==> config.mk <==
export PLATFORM = sky130hd
export DESIGN_NAME = cdr_control_status_regs
export DESIGN_NICKNAME = d
export VERILOG_FILES = /design/src/rtl/cdr_regs_pkg.sv /design/src/rtl/cdr_control_status_regs.sv
export SDC_FILE = /design/constraint.sdc
export NUM_CORES = 1
export LEC_CHECK = 0
export ABC_AREA = 0
export ABC_CLOCK_PERIOD_IN_PS = 2700
export BUFFER_PORTS_ARGS = -buffer_cell sky130_fd_sc_hd__buf_2
export CAP_MARGIN = 25
export CORE_AREA = 2 2 134 136
export DETAILED_ROUTE_END_ITERATION = 8
export DIE_AREA = 0 0 136 138
export PLACE_DENSITY_LB_ADDON = 0.3
export SYNTH_ARGS = -nofsm -noshare
export SYNTH_HDL_FRONTEND = slang
export SYNTH_SLANG_ARGS = --single-unit
==> constraint.sdc <==
create_clock -name sys_clk_i -period 2.7 [get_ports sys_clk_i]
set_input_delay 0.405 -clock sys_clk_i [delete_from_list [all_inputs] [get_ports sys_clk_i]]
set_output_delay 0.405 -clock sys_clk_i [all_outputs]
set_load 0.005 [all_outputs]
==> src/rtl/cdr_regs_pkg.sv <==
// Constants for the receiver control and status register bank.
// Assumes a byte-wide management port that decodes 8-bit register addresses.
package cdr_regs_pkg;

    // ---------------------------------------------------------------
    // Register addresses
    // ---------------------------------------------------------------
    localparam logic [7:0] addr_freq_readback_low = 8'h00;
    localparam logic [7:0] addr_freq_readback_mid = 8'h01;
    localparam logic [7:0] addr_freq_readback_high = 8'h02;
    localparam logic [7:0] addr_coarse_rate_upper = 8'h03;
    localparam logic [7:0] addr_status_flags = 8'h04;
    localparam logic [7:0] addr_lock_config_readback = 8'h05;
    localparam logic [7:0] addr_reset_config_readback = 8'h06;
    localparam logic [7:0] addr_lock_config = 8'h08;
    localparam logic [7:0] addr_reset_config = 8'h09;
    localparam logic [7:0] addr_subharmonic_config = 8'h0d;
    localparam logic [7:0] addr_signal_detect_config = 8'h11;
    localparam logic [7:0] addr_driver_prbs_config = 8'h22;
    localparam logic [7:0] addr_bus_align_config = 8'h27;
    localparam logic [7:0] addr_rate_select_config = 8'h34;
    localparam logic [7:0] addr_upper_code_limit = 8'h35;
    localparam logic [7:0] addr_lower_code_limit = 8'h36;
    localparam logic [7:0] addr_code_limit_lsbs = 8'h39;

    // ---------------------------------------------------------------
    // Field positions
    // ---------------------------------------------------------------
    localparam int status_los_bit = 5;
    localparam int status_sticky_bit = 4;
    localparam int status_lock_loss_bit = 3;
    localparam int status_meas_done_bit = 2;
    localparam int status_coarse_lsb_bit = 0;
    localparam int lock_ref_bit = 0;
    localparam int measure_bit = 1;
    localparam int cfg_sticky_out_bit = 7;
    localparam int clear_sticky_bit = 6;
    localparam int system_reset_bit = 5;
    localparam int clear_meas_bit = 3;

    // ---------------------------------------------------------------
    // Reset values
    // ---------------------------------------------------------------
    localparam logic [7:0] write_reg_reset = 8'h00;
    localparam logic [7:0] unmapped_read = 8'h00;

    typedef enum logic [1:0] {
        meas_idle = 2'b00,
        meas_busy = 2'b01,
        meas_done = 2'b10
    } meas_state_type;

endpackage

==> src/rtl/cdr_control_status_regs.sv <==
// Control and status register bank of the clock and data recovery receiver.
// Assumes a management port decoder that gives one-cycle read and write strobes
// with address and data on sys_clk_i; analog status arrives asynchronously.
//
// What this block does
// - Writable registers clear to zero at reset
// - Status D5 reports loss of signal
// - Status D4 sticks at one after lock loss
// - Cleared sticky bit rearms for next loss
// - Status D2 zero measuring, one when complete
// - Lock config D1 starts rate measurement
// - Reset config D7 selects sticky lock-loss output
// - Lock config D0 selects lock to reference
`timescale 1ns/1ps
`default_nettype none

module cdr_control_status_regs
    import cdr_regs_pkg::*;
#(
    parameter int data_width = 8
) (
    input wire logic sys_clk_i,
    input wire logic sys_rst_i,
    input wire logic wr_strobe_i,
    input wire logic rd_strobe_i,
    input wire logic [7:0] addr_i,
    input wire logic [data_width-1:0] wr_data_i,
    output logic [data_width-1:0] rd_data_o,
    input wire logic los_i,
    input wire logic lock_loss_i,
    input wire logic meas_done_i,
    input wire logic [23:0] freq_count_i,
    input wire logic [8:0] coarse_rate_i,
    output logic lock_loss_o,
    output logic lock_to_ref_o,
    output logic meas_start_o,
    output logic system_reset_o,
    output logic [data_width-1:0] lock_config_o,
    output logic [data_width-1:0] subharmonic_config_o,
    output logic [data_width-1:0] signal_detect_config_o,
    output logic [data_width-1:0] driver_prbs_config_o,
    output logic [data_width-1:0] bus_align_config_o,
    output logic [data_width-1:0] rate_select_config_o,
    output logic [data_width-1:0] upper_code_limit_o,
    output logic [data_width-1:0] lower_code_limit_o,
    output logic [data_width-1:0] code_limit_lsbs_o
);

    // ---------------------------------------------------------------
    // Input synchronisers
    // ---------------------------------------------------------------
    logic [2:0] sync_a;
    logic [2:0] sync_b;
    logic los;
    logic lock_loss;
    logic meas_flag;

    always_ff @(posedge sys_clk_i) begin
        if (sys_rst_i) begin
            sync_a <= 3'h0;
            sync_b <= 3'h0;
        end else begin
            sync_a <= {meas_done_i, lock_loss_i, los_i};
            sync_b <= sync_a;
        end
    end

    assign los = sync_b[0];
    assign lock_loss = sync_b[1];
    assign meas_flag = sync_b[2];

    // ---------------------------------------------------------------
    // Writable registers
    // ---------------------------------------------------------------
    logic [data_width-1:0] lock_config, next_lock_config;
    logic [data_width-1:0] reset_config, next_reset_config;
    logic [data_width-1:0] subharmonic_config, next_subharmonic_config;
    logic [data_width-1:0] signal_detect_config, next_signal_detect_config;
    logic [data_width-1:0] driver_prbs_config, next_driver_prbs_config;
    logic [data_width-1:0] bus_align_config, next_bus_align_config;
    logic [data_width-1:0] rate_select_config, next_rate_select_config;
    logic [data_width-1:0] upper_code_limit, next_upper_code_limit;
    logic [data_width-1:0] lower_code_limit, next_lower_code_limit;
    logic [data_width-1:0] code_limit_lsbs, next_code_limit_lsbs;

    always_comb begin
        next_lock_config = lock_config;
        next_reset_config = reset_config;
        next_subharmonic_config = subharmonic_config;
        next_signal_detect_config = signal_detect_config;
        next_driver_prbs_config = driver_prbs_config;
        next_bus_align_config = bus_align_config;
        next_rate_select_config = rate_select_config;
        next_upper_code_limit = upper_code_limit;
        next_lower_code_limit = lower_code_limit;
        next_code_limit_lsbs = code_limit_lsbs;
        if (wr_strobe_i) begin
            case (addr_i)
                addr_lock_config: next_lock_config = wr_data_i;
                addr_reset_config: next_reset_config = wr_data_i;
                addr_subharmonic_config: next_subharmonic_config = wr_data_i;
                addr_signal_detect_config: next_signal_detect_config = wr_data_i;
                addr_driver_prbs_config: next_driver_prbs_config = wr_data_i;
                addr_bus_align_config: next_bus_align_config = wr_data_i;
                addr_rate_select_config: next_rate_select_config = wr_data_i;
                addr_upper_code_limit: next_upper_code_limit = wr_data_i;
                addr_lower_code_limit: next_lower_code_limit = wr_data_i;
                addr_code_limit_lsbs: next_code_limit_lsbs = wr_data_i;
                default: next_lock_config = lock_config;
            endcase
        end
    end

    always_ff @(posedge sys_clk_i) begin
        if (sys_rst_i) begin
            lock_config <= write_reg_reset;
            reset_config <= write_reg_reset;
            subharmonic_config <= write_reg_reset;
            signal_detect_config <= write_reg_reset;
            driver_prbs_config <= write_reg_reset;
            bus_align_config <= write_reg_reset;
            rate_select_config <= write_reg_reset;
            upper_code_limit <= write_reg_reset;
            lower_code_limit <= write_reg_reset;
            code_limit_lsbs <= write_reg_reset;
        end else begin
            lock_config <= next_lock_config;
            reset_config <= next_reset_config;
            subharmonic_config <= next_subharmonic_config;
            signal_detect_config <= next_signal_detect_config;
            driver_prbs_config <= next_driver_prbs_config;
            bus_align_config <= next_bus_align_config;
            rate_select_config <= next_rate_select_config;
            upper_code_limit <= next_upper_code_limit;
            lower_code_limit <= next_lower_code_limit;
            code_limit_lsbs <= next_code_limit_lsbs;
        end
    end

    // ---------------------------------------------------------------
    // Sticky lock loss and measurement tracking
    // ---------------------------------------------------------------
    logic sticky, next_sticky;
    logic meas_start, next_meas_start;
    logic prev_measure, next_prev_measure;
    meas_state_type meas_state, next_meas_state;

    always_comb begin
        next_sticky = sticky;
        // Clear holds while the reset bit is one; a loss in that cycle still sets
        if (reset_config[clear_sticky_bit]) begin
            next_sticky = 1'b0;
        end
        if (lock_loss) begin
            next_sticky = 1'b1;
        end
        next_prev_measure = lock_config[measure_bit];
        next_meas_start = lock_config[measure_bit] & ~prev_measure;
        next_meas_state = meas_state;
        case (meas_state)
            meas_idle: begin
                if (meas_start) begin
                    next_meas_state = meas_busy;
                end
            end
            meas_busy: begin
                if (meas_flag) begin
                    next_meas_state = meas_done;
                end
            end
            meas_done: begin
                if (meas_start) begin
                    next_meas_state = meas_busy;
                end else if (reset_config[clear_meas_bit]) begin
                    next_meas_state = meas_idle;
                end
            end
            default: next_meas_state = meas_idle;
        endcase
    end

    always_ff @(posedge sys_clk_i) begin
        if (sys_rst_i) begin
            sticky <= 1'b0;
            meas_start <= 1'b0;
            prev_measure <= 1'b0;
            meas_state <= meas_idle;
        end else begin
            sticky <= next_sticky;
            meas_start <= next_meas_start;
            prev_measure <= next_prev_measure;
            meas_state <= next_meas_state;
        end
    end

    // ---------------------------------------------------------------
    // Read path
    // ---------------------------------------------------------------
    logic [data_width-1:0] status_word;
    logic [data_width-1:0] rd_data, next_rd_data;
    logic next_lock_loss_o;
    logic next_lock_to_ref_o;
    logic next_meas_start_o;
    logic next_system_reset_o;

    always_comb begin
        status_word = '0;
        status_word[status_los_bit] = los;
        status_word[status_sticky_bit] = sticky;
        status_word[status_lock_loss_bit] = lock_loss;
        status_word[status_meas_done_bit] = (meas_state == meas_done);
        status_word[status_coarse_lsb_bit] = coarse_rate_i[0];
        next_rd_data = rd_data;
        if (rd_strobe_i) begin
            case (addr_i)
                addr_freq_readback_low: next_rd_data = freq_count_i[7:0];
                addr_freq_readback_mid: next_rd_data = freq_count_i[15:8];
                addr_freq_readback_high: next_rd_data = {1'b0, freq_count_i[22:16]};
                addr_coarse_rate_upper: next_rd_data = coarse_rate_i[8:1];
                addr_status_flags: next_rd_data = status_word;
                addr_lock_config_readback: next_rd_data = lock_config;
                addr_reset_config_readback: next_rd_data = reset_config;
                default: next_rd_data = unmapped_read;
            endcase
        end
        next_lock_loss_o = reset_config[cfg_sticky_out_bit] ? sticky : lock_loss;
        next_lock_to_ref_o = lock_config[lock_ref_bit];
        next_meas_start_o = meas_start;
        next_system_reset_o = reset_config[system_reset_bit];
    end

    // ---------------------------------------------------------------
    // Registered outputs
    // ---------------------------------------------------------------
    always_ff @(posedge sys_clk_i) begin
        if (sys_rst_i) begin
            rd_data <= unmapped_read;
            lock_loss_o <= 1'b0;
            lock_to_ref_o <= 1'b0;
            meas_start_o <= 1'b0;
            system_reset_o <= 1'b0;
        end else begin
            rd_data <= next_rd_data;
            lock_loss_o <= next_lock_loss_o;
            lock_to_ref_o <= next_lock_to_ref_o;
            meas_start_o <= next_meas_start_o;
            system_reset_o <= next_system_reset_o;
        end
    end

    assign rd_data_o = rd_data;
    assign lock_config_o = lock_config;
    assign subharmonic_config_o = subharmonic_config;
    assign signal_detect_config_o = signal_detect_config;
    assign driver_prbs_config_o = driver_prbs_config;
    assign bus_align_config_o = bus_align_config;
    assign rate_select_config_o = rate_select_config;
    assign upper_code_limit_o = upper_code_limit;
    assign lower_code_limit_o = lower_code_limit;
    assign code_limit_lsbs_o = code_limit_lsbs;

endmodule

`default_nettype wire

## After elaboration in Yosys (flattened, before gate mapping)

Cells that the tools add are included.

- Register bits: 103
- Input bits: 56

- Bitwise logic cells: 2
- Equality and inequality tests: 21
- Multiplexer cells: 9
- Reductions and logical operators: 14

Operators by type and width:

| operator | number |
|---|---|
| case mux 8 bit (7 select lines) | 1 |
| == test 8 x 6 -> 1 bit, second input constant | 6 |
| == test 8 x 3 -> 1 bit, second input constant | 3 |
| == test 8 x 4 -> 1 bit, second input constant | 3 |
| AND reduction 2 bit | 10 |
| == test 8 x 2 -> 1 bit, second input constant | 2 |
| == test 8 x 1 -> 1 bit, second input constant | 1 |
| == test 8 x 5 -> 1 bit, second input constant | 1 |
| logical NOT 8 bit | 1 |
| 2-to-1 mux 2 bit | 4 |
| case mux 2 bit (3 select lines) | 1 |
| != test 2 bit, second input constant | 2 |
| 2-to-1 mux 1 bit | 3 |
| != test 3 bit, second input constant | 1 |
| AND reduction 3 bit | 1 |
| == test 2 x 1 -> 1 bit, second input constant | 1 |
| == test 2 bit, second input constant | 1 |
| logical NOT 2 bit | 1 |
| nonzero test 2 bit | 1 |
| AND 1 bit | 1 |
| inverter 1 bit | 1 |

## Longest topological paths before layout

- Word-level depth: 3
- Mapped depth: 7

## Worst setup path after synthesis

No wires, ideal clock.

- Path kind: in2reg
- Start point: input port addr_i[4]
- End point: register rd_data[4] (netlist: rd_data_o[4])
- Data required time: 2.622 ns
- Setup slack: 0.714 ns
- Arrival time: 1.908 ns
- Stages on the path: 6
- Path buffers: 3
- Cells stage by stage: buf_6 -> or4_4 -> buf_6 -> or4_4 -> buf_6 -> a32oi_1

- Longest elaborated chain between the ends: 2

RTL lines:

| item | line | text |
|---|---|---|
| from (decl) | cdr_control_status_regs.sv:26 | `input wire logic [7:0] addr_i,` |
| == test 8 x 3 -> 1 bit, or another cell as far along | cdr_control_status_regs.sv:215 | `case (addr_i)` |
| case mux 8 bit (7 select lines) (*) | cdr_control_status_regs.sv:215 |  |
| to (signal assigned) | cdr_control_status_regs.sv:237 | `rd_data <= unmapped_read;` |
| to (signal assigned) | cdr_control_status_regs.sv:243 | `rd_data <= next_rd_data;` |
| to (decl) | cdr_control_status_regs.sv:200 | `logic [data_width-1:0] rd_data, next_rd_data;` |

Mark *: on every way between the ends. The rest lies on a longest branch, timed or not.
A chain may end at the register's enable or synchronous reset.

## Worst setup path after layout

Same ends and word-level chain as after synthesis.

==> metrics <==
switching share of power 0.227; Crit path arrival time ~2000 ps; fillers around 1,900; Syn. warnings 0; setup violators final 0; Final min period 1690 ps; Die Span Y 138 um; Resized cells post-CTS 0; Clk pin slew, worst setup/hold paths 70 ps; CP Max Fanout 10; Design Area, Final 5510 um2; Tot Pwr 3.15 mW; commonest non-fill, non-tap cell in the layout buf_2; hold-fix buffers at CTS 0; synthesized net count 482; global routing met1 resource utilization 0.190; Avg WL per Cell 17.0 um; worst path cell trace buf_2 -> or4_4 -> or4_4 -> a32oi_1; leakage power 2.49 nW; post-DP HPWL around 9600 um; gpl congestion between 0.8 and 0.9; DR DRC count 0; fin crit share 0.626; Clock power frac 0.454; CTS tree yes; row cnt 49; largest net degree at the start of global routing 40; Die Footprint 18,800 um2; Internal Power about 2.4 mW; dpl ws 647 ps; CP Launch Type primary input; Worst EP required roughly 3000 ps; RSZ-0062 raised after global routing false; Final ANT Viol Nets 0; layout net count 610; Comb pwr share 0.060; crit end category flip-flop; VDD IR-drop max about 0.00026 V; Max transition margin 0.635; max-slew violation count 0; First-pass DRT Iterations 4; Final Hold Fails 0; Hold WS around 260 ps; worst skew pair latency 350 ps; Buffers on Ports about 140; most frequent cells in the layout buf_2, dfxtp_1, nor2_1, mux2i_1; crit-path most repeated cell or4_4; GR Overflow Total 0; CTS H-tree depth 3; Post-synth EDFFs 0; status finished clean; Setup Total Neg Slack 0 ps; initial antenna violation count 0; placed instance area approximately 5200 um2; Avg Inst Size Synth 9.97 um2; Mapped Cells roughly 430; clk_skew 3.96 ps; maximum clock rate approximately 600 MHz; footprint of the multi-input gates ~2000 um2; routing usage on met3 0.0315; vias in the first global route 3,568; 1st-iter DRT viols 141; CTS buffer count 9; Via density approximately 4.5; Final WS setup just over 1000 ps; Syn-to-layout area delta 29.6%; layout cells sized above 1 0.327; Async SR Flop Fraction 0; FF/Latch Area 2060 um2; CP peak stage delay 610 ps; layer with the highest usage met2; clk buf depth 2; via count 3,546; Setup CP Type in2reg; first-pass GRT wire length around 21,000 um; Mapped Area between 4000 and 5000 um2; slowest cell on the critical path or4_4; Worst Max-Slew Pin Slew 546 ps; Tightest Hold Check Type in2reg; CTS root buffer clkbuf_16; CTS Sinks just over 100; all-layer global routing usage 0.144; Diodes inserted 0; die width 136 um; P per Cell Area about 570 nW/um2; Initial Util 0.242; Post-CTS Setup Bufs 0; sequential share of power 0.485; WL final roughly 13,000 um; sequential element share of the synthesized area 0.485; Sw Pwr 0.714 mW; core area approximately 18,000 um2; GRT met2 Usage 0.235; Synth cell types 45; Main synth FF type dfxtp_1; Max-cap violations 0; Ports 140; flops & latches, synth 103
through the flow:
step           cells  utilization
3_5_place_dp     772        0.295
6_report         788        0.314
2_1_floorplan    426            -
5_1_grt          788        0.314
4_1_cts          788        0.314
3_3_place_gp     772        0.295
cells by family after synthesis:
kind of cell	after synthesis	synth area share
simple gates	163	0.196
mux	90	0.219
buf+inv	37	0.0392
compound gates	33	0.0601
flops	103	0.485
metal layers:
metal	wire length, um	up-vias
li1	-	1743
met1	6000	1674
met2	6300	116
met3	939	13
met4	181	0
met5	0	-
critical path, delay by kind of cell:
kind	cells	cell delay, ps
AO/OA/AOI/OAI	1	190
AND/OR/NAND/NOR	2	1190
buffers and inverters	1	180
cell type report:
cell class              instances  share of cell area
well taps                     229              0.0520
inverters                       2             0.00136
clock inverters                 5              0.0148
repair buffers                152               0.145
multi-input cells             286               0.368
clock buffers                  11              0.0441
flip-flops and latches        103               0.375
cell usage after synthesis (all sizes together) (2+ instances only):
cell type | count | area share
nand4 | 3 | 0.0044
nand3 | 9 | 0.011
nor4b | 2 | 0.0041
a221oi | 2 | 0.0041
a211oi | 5 | 0.0088
nand3b | 4 | 0.0071
nor2b | 15 | 0.022
nand2 | 13 | 0.011
nor2 | 90 | 0.080
inv | 2 | 0.0018
mux2i | 84 | 0.20
nor3 | 4 | 0.0059
clkbuf | 28 | 0.025
a22o | 7 | 0.014
nor4 | 4 | 0.013
dfxtp | 103 | 0.49
a32oi | 5 | 0.010
or3b | 3 | 0.0062
o21ai | 5 | 0.0059
a21oi | 2 | 0.0024
buf | 7 | 0.013
and4 | 3 | 0.0062
mux2 | 4 | 0.011
nand2b | 3 | 0.0044
mux4 | 2 | 0.011
or4 | 2 | 0.0053
power by group through the flow:
stage | Clock (mW) | Sequential, mW | Combinational [mW]
floorplan | 0 | 1.56 | 0.106
CTS | 1.48 | 1.53 | 0.196
finish | 1.43 | 1.53 | 0.190
global route | 1.54 | 1.53 | 0.209
detailed placement | 0 | 1.56 | 0.195
global placement | 0 | 1.56 | 0.192
path summary, 6_finish.rpt:
path,from,to,slack (ps),cells after the start
setup / recovery,addr_i[4],rd_data_o[4],1010,4
hold / removal,lock_loss_i,sync_a[1],260,2
setup reg to reg,reset_config[0],rd_data_o[0],1360,4
hold reg to reg,prev_measure,meas_start,380,1
flip-flops by register name, indices dropped and copies added, names as in the netlist, 2 cells and up:
name and flops:
code_limit_lsbs_o 8, bus_align_config_o 8, lock_config_o 8, driver_prbs_config_o 8, rate_select_config_o 8, subharmonic_config_o 8, rd_data_o 8, lower_code_limit_o 8
sync_a 3, upper_code_limit_o 8, signal_detect_config_o 8, sync_b 3, reset_config 8, meas_state 2
Power figures use the tool's default switching activity.
